## src/asg_params.svh

```systemverilog
`ifndef ASG_PARAMS_SVH
`define ASG_PARAMS_SVH

// ==========================================================
// register offsets (byte addresses on the apb side)
`define ASG_OFF_WAIT_CTL   12'h000
`define ASG_OFF_SD_CTL     12'h004

// ==========================================================
// chip select 0 wait control fields
`define ASG_BW_MSB         17
`define ASG_BW_LSB         16
`define ASG_FW_MSB         10
`define ASG_FW_LSB         7
`define ASG_WM_BIT         6

// ==========================================================
// sdram control fields
`define ASG_ROW_MSB        20
`define ASG_ROW_LSB        19
`define ASG_COL_MSB        17
`define ASG_COL_LSB        16

// ==========================================================
// reset values
`define ASG_FW_RESET       4'ha
`define ASG_WM_RESET       1'h0
`define ASG_BW_RESET       2'h0
`define ASG_SD_RESET       32'h0000_0000

// ==========================================================
// width bases of the geometry codes
`define ASG_ROW_BASE       4'hb
`define ASG_COL_BASE       4'h8

`endif

```

## src/asg_pkg.sv

```systemverilog
`default_nettype none

// ==========================================================
// shared types
package asg_pkg;

  // rom access sequencer
  typedef enum logic [1:0] {
    ASG_ROM_IDLE,
    ASG_ROM_FIRST,
    ASG_ROM_BURST
  } asg_rom_state_t;

  // sdram command sequencer
  typedef enum logic [1:0] {
    ASG_SD_IDLE,
    ASG_SD_ACT,
    ASG_SD_RW
  } asg_sd_state_t;

endpackage

`default_nettype wire

```

## src/asg_wait_counter.sv

```systemverilog
`default_nettype none

// ==========================================================
// down counter for inserted wait cycles
module asg_wait_counter #(
  parameter int CNT_W = 5
) (
  input  wire logic             pclk,
  input  wire logic             presetn,
  input  wire logic             clr,
  input  wire logic             load,
  input  wire logic [CNT_W-1:0] load_val,
  output logic                  zero
);

  // a one-bit counter would need a zero-width replication
  if (CNT_W < 2) begin : g_chk_w
    $error("wait counter too narrow");
  end

  logic [CNT_W-1:0] cnt_q;
  logic [CNT_W-1:0] cnt_d;

  // clear wins, then load, otherwise count down and park at zero
  assign cnt_d = clr  ? '0 :
                 load ? load_val :
                 (cnt_q != '0) ? cnt_q - {{(CNT_W-1){1'b0}}, 1'b1} : cnt_q;
  assign zero  = (cnt_q == '0);

  always_ff @(posedge pclk or negedge presetn) begin
    if (!presetn) begin
      cnt_q <= '0;
    end else begin
      cnt_q <= cnt_d;
    end
  end

endmodule

`default_nettype wire

```

## src/asg_addr_split.sv

```systemverilog
`default_nettype none

// ==========================================================
// splits a flat area 2 address into row and column parts
module asg_addr_split #(
  parameter int ADDR_W = 24
) (
  input  wire logic              pclk,
  input  wire logic              presetn,
  input  wire logic              capture,
  input  wire logic [ADDR_W-1:0] addr,
  input  wire logic [3:0]        row_bits,
  input  wire logic [3:0]        col_bits,
  output logic      [12:0]       row_q,
  output logic      [9:0]        col_q
);

  // the widest row part reads bit 12 of the shifted address
  if (ADDR_W < 13) begin : g_chk_addr
    $error("address too narrow for the split");
  end

  logic [ADDR_W-1:0] shifted;
  logic [12:0]       row_d;
  logic [9:0]        col_d;

  // column is the low bits, row sits right above it
  assign shifted = addr >> col_bits;

  genvar i;
  for (i = 0; i < 13; i++) begin : g_row
    assign row_d[i] = (i < int'(row_bits)) ? shifted[i] : 1'b0;
  end
  for (i = 0; i < 10; i++) begin : g_col
    assign col_d[i] = (i < int'(col_bits)) ? addr[i] : 1'b0;
  end

  always_ff @(posedge pclk or negedge presetn) begin
    if (!presetn) begin
      row_q <= '0;
      col_q <= '0;
    end else if (capture) begin
      row_q <= row_d;
      col_q <= col_d;
    end
  end

endmodule

`default_nettype wire

```

## src/asg_access_ctrl.sv

```systemverilog
// Our own choices: the placing of the registers and the APB interface to the registers.
`include "asg_params.svh"
`default_nettype none

// ==========================================================
// Contract
// - first access waits 0..6, then 8,10,12,14,18,24 cycles by 4-bit code
// - first-wait field bits 10:7 resets to 1010, fourteen cycles
// - mask bit 6 resets 0; 0 honours external wait, 1 ignores it
// - external wait mask applies even with zero programmed wait
// - reserved bits read zero; software writes zero to them
// - sdram control clears to zero on power-on reset
// - sdram control kept through manual reset and standby
// - row width code bits 20:19: 11, 12 or 13 bits
// - column width code bits 17:16: 8, 9 or 10 bits
// - burst rom inserts 0..3 waits between later beats by 2-bit code
module asg_access_ctrl
  import asg_pkg::*;
#(
  parameter int ADDR_W = 24,
  parameter int LEN_W  = 4
) (
  // apb slave
  input  wire logic              pclk,
  input  wire logic              presetn,
  input  wire logic              psel,
  input  wire logic              penable,
  input  wire logic              pwrite,
  input  wire logic [11:0]       paddr,
  input  wire logic [31:0]       pwdata,
  output logic      [31:0]       prdata,
  output logic                   pready,
  output logic                   pslverr,
  // system state
  input  wire logic              manual_rst_n,
  input  wire logic              standby,
  // burst rom access
  input  wire logic              rom_req,
  input  wire logic [LEN_W-1:0]  rom_len,
  input  wire logic              ext_wait,
  output logic                   rom_busy,
  output logic                   rom_beat,
  output logic                   rom_last,
  // sdram area 2 access
  input  wire logic              sd_req,
  input  wire logic              sd_write,
  input  wire logic [ADDR_W-1:0] sd_addr,
  output logic                   sd_busy,
  output logic                   sd_act,
  output logic                   sd_rd,
  output logic                   sd_wr,
  output logic      [12:0]       sd_row,
  output logic      [9:0]        sd_col,
  // decoded geometry for the memory pins
  output logic      [3:0]        row_width,
  output logic      [3:0]        col_width
);

  // ==========================================================
  // elaboration checks
  if (ADDR_W < 23) begin : g_chk_addr
    $error("address too narrow for 13 row and 10 column bits");
  end
  if (LEN_W < 1 || LEN_W > 8) begin : g_chk_len
    $error("burst length width out of range");
  end

  // ==========================================================
  // register state
  logic [3:0]     fw_q;
  logic [3:0]     fw_d;
  logic           wm_q;
  logic           wm_d;
  logic [1:0]     bw_q;
  logic [1:0]     bw_d;
  logic [1:0]     row_q;
  logic [1:0]     row_d;
  logic [1:0]     col_q;
  logic [1:0]     col_d;
  logic [31:0]    prdata_q;
  logic [31:0]    prdata_d;

  // ==========================================================
  // apb decode
  wire            setup_ph   = psel & ~penable;
  wire            access_ph  = psel & penable;
  wire            hit_wait   = (paddr == `ASG_OFF_WAIT_CTL);
  wire            hit_sd     = (paddr == `ASG_OFF_SD_CTL);
  wire            hit_any    = hit_wait | hit_sd;
  wire            wr_wait    = access_ph & pwrite & hit_wait;
  wire            wr_sd      = access_ph & pwrite & hit_sd;

  // zero-wait slave; unmapped offsets answer with an error
  assign pready  = 1'b1;
  assign pslverr = access_ph & ~hit_any;
  assign prdata  = prdata_q;

  // ==========================================================
  // read images, reserved bits forced to zero
  logic [31:0]    wait_img;
  logic [31:0]    sd_img;

  // wait register as software sees it
  always_comb begin
    wait_img = 32'h0000_0000;
    wait_img[`ASG_BW_MSB:`ASG_BW_LSB] = bw_q;
    wait_img[`ASG_FW_MSB:`ASG_FW_LSB] = fw_q;
    wait_img[`ASG_WM_BIT] = wm_q;
  end

  // sdram register as software sees it
  always_comb begin
    sd_img = 32'h0000_0000;
    sd_img[`ASG_ROW_MSB:`ASG_ROW_LSB] = row_q;
    sd_img[`ASG_COL_MSB:`ASG_COL_LSB] = col_q;
  end

  // read data is prepared in setup so it stands for the whole access
  assign prdata_d = !(setup_ph & ~pwrite) ? prdata_q :
                    hit_wait ? wait_img :
                    hit_sd   ? sd_img   : 32'h0000_0000;

  // read data register; writes and idle cycles leave it alone
  always_ff @(posedge pclk or negedge presetn) begin
    if (!presetn) begin
      prdata_q <= 32'h0000_0000;
    end else begin
      prdata_q <= prdata_d;
    end
  end

  // ==========================================================
  // wait control register; manual reset reinitialises it
  assign fw_d = !manual_rst_n ? `ASG_FW_RESET :
                wr_wait ? pwdata[`ASG_FW_MSB:`ASG_FW_LSB] : fw_q;
  assign wm_d = !manual_rst_n ? `ASG_WM_RESET :
                wr_wait ? pwdata[`ASG_WM_BIT] : wm_q;
  assign bw_d = !manual_rst_n ? `ASG_BW_RESET :
                wr_wait ? pwdata[`ASG_BW_MSB:`ASG_BW_LSB] : bw_q;

  // power-on values here; the manual reset goes through the next-value
  // mux because it is synchronous
  always_ff @(posedge pclk or negedge presetn) begin
    if (!presetn) begin
      fw_q <= `ASG_FW_RESET;
      wm_q <= `ASG_WM_RESET;
      bw_q <= `ASG_BW_RESET;
    end else begin
      fw_q <= fw_d;
      wm_q <= wm_d;
      bw_q <= bw_d;
    end
  end

  // ==========================================================
  // sdram control; only power-on reset clears it
  assign row_d = wr_sd ? pwdata[`ASG_ROW_MSB:`ASG_ROW_LSB] : row_q;
  assign col_d = wr_sd ? pwdata[`ASG_COL_MSB:`ASG_COL_LSB] : col_q;

  // only presetn clears it; manual reset and standby must keep the
  // geometry so that sdram already set up stays addressable
  always_ff @(posedge pclk or negedge presetn) begin
    if (!presetn) begin
      row_q <= 2'(`ASG_SD_RESET >> `ASG_ROW_LSB);
      col_q <= 2'(`ASG_SD_RESET >> `ASG_COL_LSB);
    end else begin
      row_q <= row_d;
      col_q <= col_d;
    end
  end

  // ==========================================================
  // geometry decode; the prohibited code falls back to the widest
  assign row_width = (row_q == 2'h3) ? `ASG_ROW_BASE + 4'h2 :
                     `ASG_ROW_BASE + {2'h0, row_q};
  assign col_width = (col_q == 2'h3) ? `ASG_COL_BASE + 4'h2 :
                     `ASG_COL_BASE + {2'h0, col_q};

  // ==========================================================
  // first access wait decode; the prohibited codes map to the longest
  // wait, so a mis-set register slows an access rather than breaking it
  function automatic logic [4:0] first_waits(input logic [3:0] code);
    logic [4:0] n;
    n = 5'h18;
    case (code)
      4'h7:    n = 5'h08;
      4'h8:    n = 5'h0a;
      4'h9:    n = 5'h0c;
      4'ha:    n = 5'h0e;
      4'hb:    n = 5'h12;
      4'hc:    n = 5'h18;
      4'hd,
      4'he,
      4'hf:    n = 5'h18; // prohibited codes; longest wait is the safe side
      default: n = {1'b0, code};
    endcase
    return n;
  endfunction

  wire [4:0]      fw_cycles  = first_waits(fw_q);
  wire [4:0]      bw_cycles  = {3'h0, bw_q};

  // ==========================================================
  // burst rom sequencer
  asg_rom_state_t rom_st_q;
  asg_rom_state_t rom_st_d;
  logic [LEN_W-1:0] left_q;
  logic [LEN_W-1:0] left_d;
  logic             cnt_load;
  logic [4:0]       cnt_val;
  logic             cnt_zero;

  // the mask bit gates external wait regardless of programmed count
  wire            ext_hold   = ext_wait & ~wm_q;
  wire            rom_start  = (rom_st_q == ASG_ROM_IDLE) & rom_req & ~standby;
  wire            first_done = (rom_st_q == ASG_ROM_FIRST) & cnt_zero & ~ext_hold;
  wire            burst_done = (rom_st_q == ASG_ROM_BURST) & cnt_zero;
  wire            beat_now   = first_done | burst_done;
  wire            more_beats = (left_q != '0);

  assign rom_beat = beat_now;
  assign rom_last = beat_now & ~more_beats;
  assign rom_busy = (rom_st_q != ASG_ROM_IDLE);

  // counter loads the first wait on start, burst wait after each beat but the last
  assign cnt_load = rom_start | (beat_now & more_beats);
  assign cnt_val  = rom_start ? fw_cycles : bw_cycles;

  asg_wait_counter #(
    .CNT_W    (5)
  ) u_wait_cnt (
    .pclk     (pclk),
    .presetn  (presetn),
    .clr      (~manual_rst_n),
    .load     (cnt_load),
    .load_val (cnt_val),
    .zero     (cnt_zero)
  );

  // next state of the rom sequencer
  always_comb begin
    rom_st_d = rom_st_q;
    left_d   = left_q;
    case (rom_st_q)
      ASG_ROM_IDLE: begin
        if (rom_start) begin
          rom_st_d = ASG_ROM_FIRST;
          left_d   = rom_len;
        end
      end
      ASG_ROM_FIRST,
      ASG_ROM_BURST: begin
        if (beat_now) begin
          if (more_beats) begin
            rom_st_d = ASG_ROM_BURST;
            left_d   = left_q - {{(LEN_W-1){1'b0}}, 1'b1};
          end else begin
            rom_st_d = ASG_ROM_IDLE;
          end
        end
      end
      default: rom_st_d = ASG_ROM_IDLE;
    endcase
    if (!manual_rst_n) begin
      rom_st_d = ASG_ROM_IDLE;
      left_d   = '0;
    end
  end

  // rom sequencer state
  always_ff @(posedge pclk or negedge presetn) begin
    if (!presetn) begin
      rom_st_q <= ASG_ROM_IDLE;
      left_q   <= '0;
    end else begin
      rom_st_q <= rom_st_d;
      left_q   <= left_d;
    end
  end

  // ==========================================================
  // sdram command sequencer: activate with row, then read or write
  asg_sd_state_t  sd_st_q;
  asg_sd_state_t  sd_st_d;
  logic           sd_wr_q;
  logic           sd_wr_d;

  wire            sd_start = (sd_st_q == ASG_SD_IDLE) & sd_req & ~standby;

  assign sd_busy = (sd_st_q != ASG_SD_IDLE);
  assign sd_act  = (sd_st_q == ASG_SD_ACT);
  assign sd_rd   = (sd_st_q == ASG_SD_RW) & ~sd_wr_q;
  assign sd_wr   = (sd_st_q == ASG_SD_RW) & sd_wr_q;
  assign sd_wr_d = sd_start ? sd_write : sd_wr_q;

  // widths are sampled at capture, so a later register write
  // cannot tear an access already under way
  asg_addr_split #(
    .ADDR_W   (ADDR_W)
  ) u_split (
    .pclk     (pclk),
    .presetn  (presetn),
    .capture  (sd_start),
    .addr     (sd_addr),
    .row_bits (row_width),
    .col_bits (col_width),
    .row_q    (sd_row),
    .col_q    (sd_col)
  );

  // next state of the sdram sequencer
  always_comb begin
    sd_st_d = sd_st_q;
    case (sd_st_q)
      ASG_SD_IDLE: begin
        if (sd_start) begin
          sd_st_d = ASG_SD_ACT;
        end
      end
      ASG_SD_ACT:  sd_st_d = ASG_SD_RW;
      ASG_SD_RW:   sd_st_d = ASG_SD_IDLE;
      default:     sd_st_d = ASG_SD_IDLE;
    endcase
    if (!manual_rst_n) begin
      sd_st_d = ASG_SD_IDLE;
    end
  end

  // sdram sequencer state; the direction is latched at the start
  always_ff @(posedge pclk or negedge presetn) begin
    if (!presetn) begin
      sd_st_q <= ASG_SD_IDLE;
      sd_wr_q <= 1'b0;
    end else begin
      sd_st_q <= sd_st_d;
      sd_wr_q <= sd_wr_d;
    end
  end

endmodule

`default_nettype wire

```

## config.mk

```make
export PLATFORM = sky130hd
export DESIGN_NAME = asg_access_ctrl
export DESIGN_NICKNAME = d
export VERILOG_FILES = /design/src/asg_pkg.sv /design/src/asg_wait_counter.sv /design/src/asg_addr_split.sv /design/src/asg_access_ctrl.sv
export VERILOG_INCLUDE_DIRS = /design/src
export SDC_FILE = /design/constraint.sdc
export NUM_CORES = 1
export LEC_CHECK = 0
export BUFFER_PORTS_ARGS = -buffer_cell sky130_fd_sc_hd__buf_2
export CAP_MARGIN = 30
export CORE_MARGIN = 2
export CORE_UTILIZATION = 52
export DETAILED_ROUTE_END_ITERATION = 7
export GPL_TIMING_DRIVEN = 0
export HOLD_SLACK_MARGIN = 0.06
export PLACE_DENSITY_LB_ADDON = 0.25
export REMOVE_ABC_BUFFERS = 1
export SLEW_MARGIN = 20
export SYNTH_ARGS = -nofsm -noshare
export SYNTH_HDL_FRONTEND = slang
export SYNTH_HIERARCHICAL = 1
export SYNTH_SLANG_ARGS = --single-unit
```

## constraint.sdc

```tcl
create_clock -name pclk -period 3.1 [get_ports pclk]
set_input_delay 0.155 -clock pclk [delete_from_list [all_inputs] [get_ports pclk]]
set_output_delay 0.155 -clock pclk [all_outputs]
set_load 0.05 [all_outputs]
```

==> results of run 1 <==
## metal layers
layer,wire (µm),share of wire (%),GRT usage [%],vias up
met3,808,7.2,5.827,17
met4,190,1.7,7.585,0
li1,-,-,-,1834
met5,0,0,0,-
met1,4533,40,30.58,1922
met2,5688,51,39.42,168
## cell usage after synthesis (4+ instances only)
cell / instances / area share, %
a211oi_1: 8 / 1.3
a21oi_1: 24 / 2.6
a221oi_1: 4 / 0.77
a22o_1: 9 / 1.7
a31oi_1: 4 / 0.55
and2_1: 7 / 0.96
buf_1: 4 / 0.33
buf_2: 7 / 0.77
buf_4: 31 / 5.1
clkbuf_1: 18 / 1.5
dfrtp_1: 55 / 30
ha_1: 7 / 1.9
inv_1: 25 / 2.1
mux2_2: 16 / 4.0
mux2_4: 4 / 1.3
mux2i_1: 18 / 4.0
mux4_1: 8 / 4.6
mux4_2: 19 / 9.4
nand2_1: 25 / 2.1
nand2b_1: 5 / 0.69
nand3_1: 15 / 1.7
nor2_1: 15 / 1.2
nor3_1: 7 / 0.77
nor3b_1: 10 / 1.7
o21ai_0: 28 / 3.1
o2bb2ai_1: 7 / 1.4
or2_2: 5 / 0.69
## power groups by stage
stage	combinational (mW)	sequential, mW	clock (mW)
after detailed placement	0.752	0.883	0
final	0.769	0.868	0.727
after global routing	0.825	0.878	0.778
after CTS	0.763	0.869	0.749
after global placement	0.736	0.879	0
after floorplan	0.418	1.01	0
## path summary, 6_finish.rpt
kind | to | slack, ns | depth (start not counted)
min | fw_q[1]$_DFFE_PN1P_ | 0.09 | 2
max | rom_last | 0.35 | 8
max reg2reg | u_split/row_q[3]$_DFFE_PN0P_ | 0.40 | 6
min reg2reg | u_split/row_q[7]$_DFFE_PN0P_ | 0.49 | 1
min in group asynchronous | u_split/col_q[0]$_DFFE_PN0P_ | 0.40 | 2
max in group asynchronous | prdata[8]$_DFFE_PN0P_ | 2.20 | 2
## flip-flops by register name (all words and copies together), names as in the netlist, 4 cells and up
name              flops
left_q                4
u_wait_cnt/cnt_q      5
prdata                9
u_split/col_q        10
fw_q                  4
u_split/row_q        13
## area by class of cell
cell class / count / area [µm²] / share of cell area (%)
inverters: 29 / 108.9 / 2.060
well taps: 108 / 135.1 / 2.557
flip-flops and latches: 57 / 1429 / 27.04
clock inverters: 6 / 67.56 / 1.279
clock buffers: 10 / 137.6 / 2.605
repair buffers: 116 / 660.6 / 12.50
multi-input cells: 335 / 2745 / 51.95
## what timing repair did
action / in CTS / in global routing
gates resized for setup: 0 / 1
buffers inserted: 0 / 0
endpoints found under the hold margin: 63 / 0
hold buffers: 8 / 0
setup endpoints to repair: 0 / 5
## critical path, stage by stage (launching register included)
cell,delay [ns]
dfrtp_1,0.40
inv_1,0.08
ha_1,0.22
nor4b_4,0.36
o21ai_0,0.26
or2_2,0.38
inv_1,0.15
and2_1,0.15
buf_2,0.26
## logic make-up after synthesis
group                      after synthesis
DFF                                     57
other                                    2
xor gates and xnor gates                 1
buffers and inverters                   92
muxes                                   65
AOI/OAI and AO/OA                      115
adders and majority gates                7
and+or+nand+nor                        114
==> flow_summary.json, run 1 <==
{
  "dp_cells": 636,
  "peakVddDrop_mv": 0.2781,
  "finalCriticalPeriod_ns": 2.753,
  "cp_max_fo": 6,
  "grt_pass1_vias": 3851,
  "p_seq_share_pct": 36.7,
  "netlist_area_um2": 4538,
  "synth-simple-area-share_pct": 14.86,
  "finalPower_mw": 2.364,
  "clockPowerShare_pct": 30.8,
  "startpoint": "u_wait_cnt/cnt_q[0]$_DFFE_PN0P_",
  "hp-class": "input pin to flip-flop",
  "cts_num_sinks": 57,
  "drt-initial-drc-count": 179,
  "maxCapViolCount": 0,
  "status": "finished, final reports clean",
  "ys_async_sr_fraction_pct": 100.0,
  "setup_tns_ns": 0,
  "final_common_cell": "buf_2",
  "powerDensity_nw_per_um2": 447.5,
  "p_int_mw": 1.468,
  "diodes": 0,
  "die_y_um": 97.42,
  "coreArea_um2": 8593,
  "report.final.slew_viol_count": 0,
  "placed_area_um2": 4984,
  "synth_cell_type_count": 66,
  "gr-total-overflow": 0,
  "p_comb_share_pct": 32.5,
  "dieArea_um2": 9491,
  "post-route-cell-area_um2": 5284,
  "clockBufferDepth": 2,
  "grt.total_usage_pct": 23.70,
  "synth_area_per_cell_um2": 10.02,
  "synth_seq_area_share_pct": 31.49,
  "clock_latency_ns": 0.35,
  "synth-compound-area-share_pct": 17.18,
  "portBuffers": 104,
  "fin_skew_ns": 0.01127,
  "worst-setup-path-type": "flip-flop to primary output",
  "grt_start_max_net_pins": 58,
  "yosys_register_bits": 57,
  "path_clk_slew_ns": 0.08,
  "via_per_inst": 5.962,
  "grt_pass1_wl_um": 18420,
  "area_growth_pct": 16.43,
  "fin_crit_sh_pct": 88.82,
  "drive_above_1_share_pct": 32.73,
  "finalNonFillerCells": 661,
  "cts_tree": "done",
  "fin_util_pct": 61.49,
  "wirelength_um": 11220,
  "cp.required_ns": 2.94,
  "cts_root_buffer": "clkbuf_8",
  "rows": 34,
  "fillers": 763,
  "rsz0062_at_grt": "false",
  "num-nets-final": 638,
  "arrival_ns": 2.60,
  "die_w_um": 97.42,
  "worst_pin_slew_ns": 0.7211,
  "antenna_left": 0,
  "synthAdderAreaFrac_pct": 1.930,
  "synth_edf_count": 0,
  "synth_top_family_by_area": "multiplexers",
  "initial_utilization_pct": 52.81,
  "via_count": 3941,
  "holdCritStartpoint": "manual_rst_n",
  "place_congestion": 0.8475,
  "hold_viol": 0,
  "pin_count": 155,
  "p_leak_nw": 2.431,
  "netlist_instances": 453,
  "cts_inserted_buffers": 9,
  "htree_levels": 3,
  "maxSlewHeadroom_pct": 51.93,
  "final_cell_mix": "103 x buf_2, 55 x dfrtp_1, 33 x conb_1",
  "fmax_ghz": 0.3632,
  "firstDrtPassIters": 5,
  "ys_warn_count": 6,
  "end_kind": "primary output",
  "setup_viol": 0,
  "route.detailed.drc": 0,
  "antenna_found_initial": 0,
  "dp_slack_ns": 0.07593,
  "holdWs_ns": 0.08684,
  "dp_hpwl_um": 8040,
  "synth_ff_type": "dfrtp_1",
  "wl_per_cell_um": 16.98,
  "cp-start-kind": "flip-flop",
  "p_sw_mw": 0.8966,
  "r2r-start": "col_q[1]$_DFFE_PN0P_",
  "swShare_pct": 37.92,
  "timing.final.ws_setup_ns": 0.3466,
  "synth-xor-area-share_pct": 0.1930,
  "muxShareOfSynthArea_pct": 23.33
}
Power figures use the tool's default switching activity.
==> run 2, diff against run 1 <==
--- a/config.mk
+++ b/config.mk
@@ -6,10 +6,10 @@
 export SDC_FILE = /design/constraint.sdc
 export NUM_CORES = 1
 export LEC_CHECK = 0
+export ABC_AREA = 1
 export BUFFER_PORTS_ARGS = -buffer_cell sky130_fd_sc_hd__buf_2
 export CAP_MARGIN = 30
-export CORE_MARGIN = 2
-export CORE_UTILIZATION = 52
+export CORE_UTILIZATION = 51
 export DETAILED_ROUTE_END_ITERATION = 7
 export GPL_TIMING_DRIVEN = 0
 export HOLD_SLACK_MARGIN = 0.06
==> flow_summary.json, run 2 <==
{
  "yosys.area.top_type": "dfrtp_1",
  "setup_viol": 0,
  "synth_area_per_cell_um2": 6.487,
  "portBuffers": 104,
  "gr-total-overflow": 0,
  "die_w_um": 94.11,
  "cp_max_fo": 27,
  "finalPower_mw": 2.587,
  "startpoint": "col_q[1]$_DFFE_PN0P_",
  "route.detailed.drc": 0,
  "cts_root_buffer": "clkbuf_8",
  "grt_pass1_wl_um": 18840,
  "regArea_um2": 1429,
  "fillers": 826,
  "synth_common_cells": "254 x nand2_1, 105 x nand3_1, 56 x inv_1, 55 x dfrtp_1, 47 x nor2_1",
  "cts_inserted_buffers": 9,
  "grt.total_usage_pct": 27.16,
  "fin_crit_sh_pct": 76.79,
  "hold_depth": 3,
  "max_flop_register": "u_split/row_q",
  "rr_worst_depth": 11,
  "dp_hpwl_um": 8316,
  "netlist_instances": 667,
  "worst-setup-path-type": "flip-flop to flip-flop",
  "synth_area_leaders": "dfrtp_1 32%, nand2_1 22%, nand3_1 12%",
  "num-nets-final": 866,
  "cp.required_ns": 3.37,
  "post-route-cell-area_um2": 5045,
  "maxCapViolCount": 0,
  "placed_area_um2": 4793,
  "cp-start-kind": "flip-flop",
  "grt_start_max_net_pins": 58,
  "rsz0062_at_grt": "false",
  "coreArea_um2": 8217,
  "clock_latency_ns": 0.34,
  "finalCriticalPeriod_ns": 2.380,
  "diodes": 0,
  "powerDensity_nw_per_um2": 512.8,
  "grt_pass1_vias": 4228,
  "drive_above_1_share_pct": 19.85,
  "die_y_um": 94.11,
  "antenna_found_initial": 0,
  "synth_cell_type_count": 36,
  "status": "finished, final reports clean",
  "yosys_register_bits": 57,
  "p_leak_nw": 3.002,
  "firstDrtPassIters": 5,
  "maxSlewHeadroom_pct": 35.39,
  "final_cell_mix": "254 x nand2_1, 105 x nand3_1, 103 x buf_2",
  "setup_tns_ns": 0,
  "fmax_ghz": 0.4201,
  "dieArea_um2": 8856,
  "place_congestion": 0.9059,
  "timing.final.ws_setup_ns": 0.7196,
  "pin_count": 155,
  "dp_slack_ns": 0.7448,
  "wirelength_um": 11030,
  "worst_pin_slew_ns": 0.9691,
  "via_per_inst": 5.129,
  "synth_ff_type": "dfrtp_1",
  "holdCritStartpoint": "pwdata[10]",
  "wl_per_cell_um": 12.45,
  "synth_edf_count": 0,
  "antenna_left": 0,
  "final_common_cell": "nand2_1",
  "report.final.slew_viol_count": 0,
  "synth_seq_area_share_pct": 33.02,
  "hp-class": "input pin to flip-flop",
  "htree_levels": 3,
  "area_growth_pct": 16.60,
  "cts_setup_buffers": 0,
  "cts_tree": "done",
  "end_kind": "flip-flop",
  "clockBufferDepth": 2,
  "arrival_ns": 2.65,
  "hold_viol": 0,
  "netlist_area_um2": 4327,
  "fin_skew_ns": 0.01184,
  "largest_reg_flops": 13,
  "peakVddDrop_mv": 0.5422,
  "initial_utilization_pct": 52.66,
  "drt-initial-drc-count": 202,
  "multi_input_area_um2": 2447,
  "yosysMostFrequentCell": "nand2_1",
  "yosysTopAreaCellShare_pct": 31.81,
  "r2r-start": "col_q[1]$_DFFE_PN0P_",
  "cts_num_sinks": 57,
  "ys_async_sr_fraction_pct": 100.0,
  "rows": 33,
  "path_clk_slew_ns": 0.06,
  "ys_warn_count": 6,
  "via_count": 4544
}
run 2: cell types whose count changed after synthesis, sizes merged, moves of 16 or more:
| cell | previous run | this run |
|---|---|---|
| inv | 27 | 64 |
| mux2i | 18 | 0 |
| nand3 | 15 | 107 |
| nand2 | 25 | 257 |
| nor2 | 15 | 60 |
| mux4 | 27 | 0 |
| clkbuf | 18 | 2 |
| mux2 | 20 | 0 |
run 2: final timing paths:
kind	slack (ns)	endpoint
setup / recovery	0.72	u_split/row_q[4]$_DFFE_PN0P_
hold / removal	0.07	fw_q[3]$_DFFE_PN1P_
setup reg to reg	0.72	u_split/row_q[4]$_DFFE_PN0P_
hold reg to reg	0.48	u_split/col_q[3]$_DFFE_PN0P_
max in group asynchronous	2.20	bw_q[1]$_DFFE_PN0P_
min in group asynchronous	0.41	u_split/row_q[6]$_DFFE_PN0P_
run 2: final cells by class:
cell class | instances | share of cell area (%)
well taps | 105 | 2.604
inverters | 65 | 4.985
flip-flops and latches | 57 | 28.32
clock inverters | 3 | 0.2976
repair buffers | 111 | 12.13
multi-input cells | 532 | 48.51
clock buffers | 13 | 3.150
run 2: cells by family after synthesis:
family	Yosys count	share of synthesized area [%]
buffers and inverters	111	13.33
adder cells (fa/ha/maj)	7	2.024
AO/OA/AOI/OAI	52	6.622
XOR/XNOR	1	0.2025
other	2	0.1736
flip-flops	57	33.02
AND/OR/NAND/NOR	437	44.62
run 2: routing by layer:
| layer | track usage (%) | share of wire [%] | up-vias |
|---|---|---|---|
| li1 | - | - | 2276 |
| met1 | 32.91 | 43 | 2098 |
| met2 | 47.81 | 50 | 149 |
| met3 | 5.016 | 5.3 | 21 |
| met4 | 9.744 | 1.8 | 0 |
| met5 | 0 | 0 | - |
run 2: stage by stage:
step,instances,utilization (%),hold WS (ns)
after floorplan,654,-,-0.1406
after global placement,863,58.14,0.3650
after detailed placement,864,58.34,0.2668
after CTS,885,61.06,0.06617
after global routing,886,61.40,0.07257
final,886,61.40,0.07370
run 2: repair_timing:
item / 4_1_cts / 5_1_grt
hold endpoints to repair: 59 / 0
gates resized for setup: 0 / 0
hold buffers: 5 / 0
run 2: critical path, cell delays in order (launching register included):
cell	delay, ns
dfrtp_1	0.98
nor2_2	0.22
buf_6	0.24
inv_4	0.21
nand2_1	0.10
nand3_1	0.12
nand3_1	0.10
nand2_1	0.10
nand2_1	0.05
nand2_1	0.06
nand2_1	0.05
nand2_1	0.06
run 2: power breakdown:
part           total [mW]  leakage, nW  internal, mW  switching [mW]
Combinational        1.04         2.15         0.298           0.741
Sequential          0.909        0.757         0.841          0.0686
Clock               0.639       0.0932         0.330           0.309
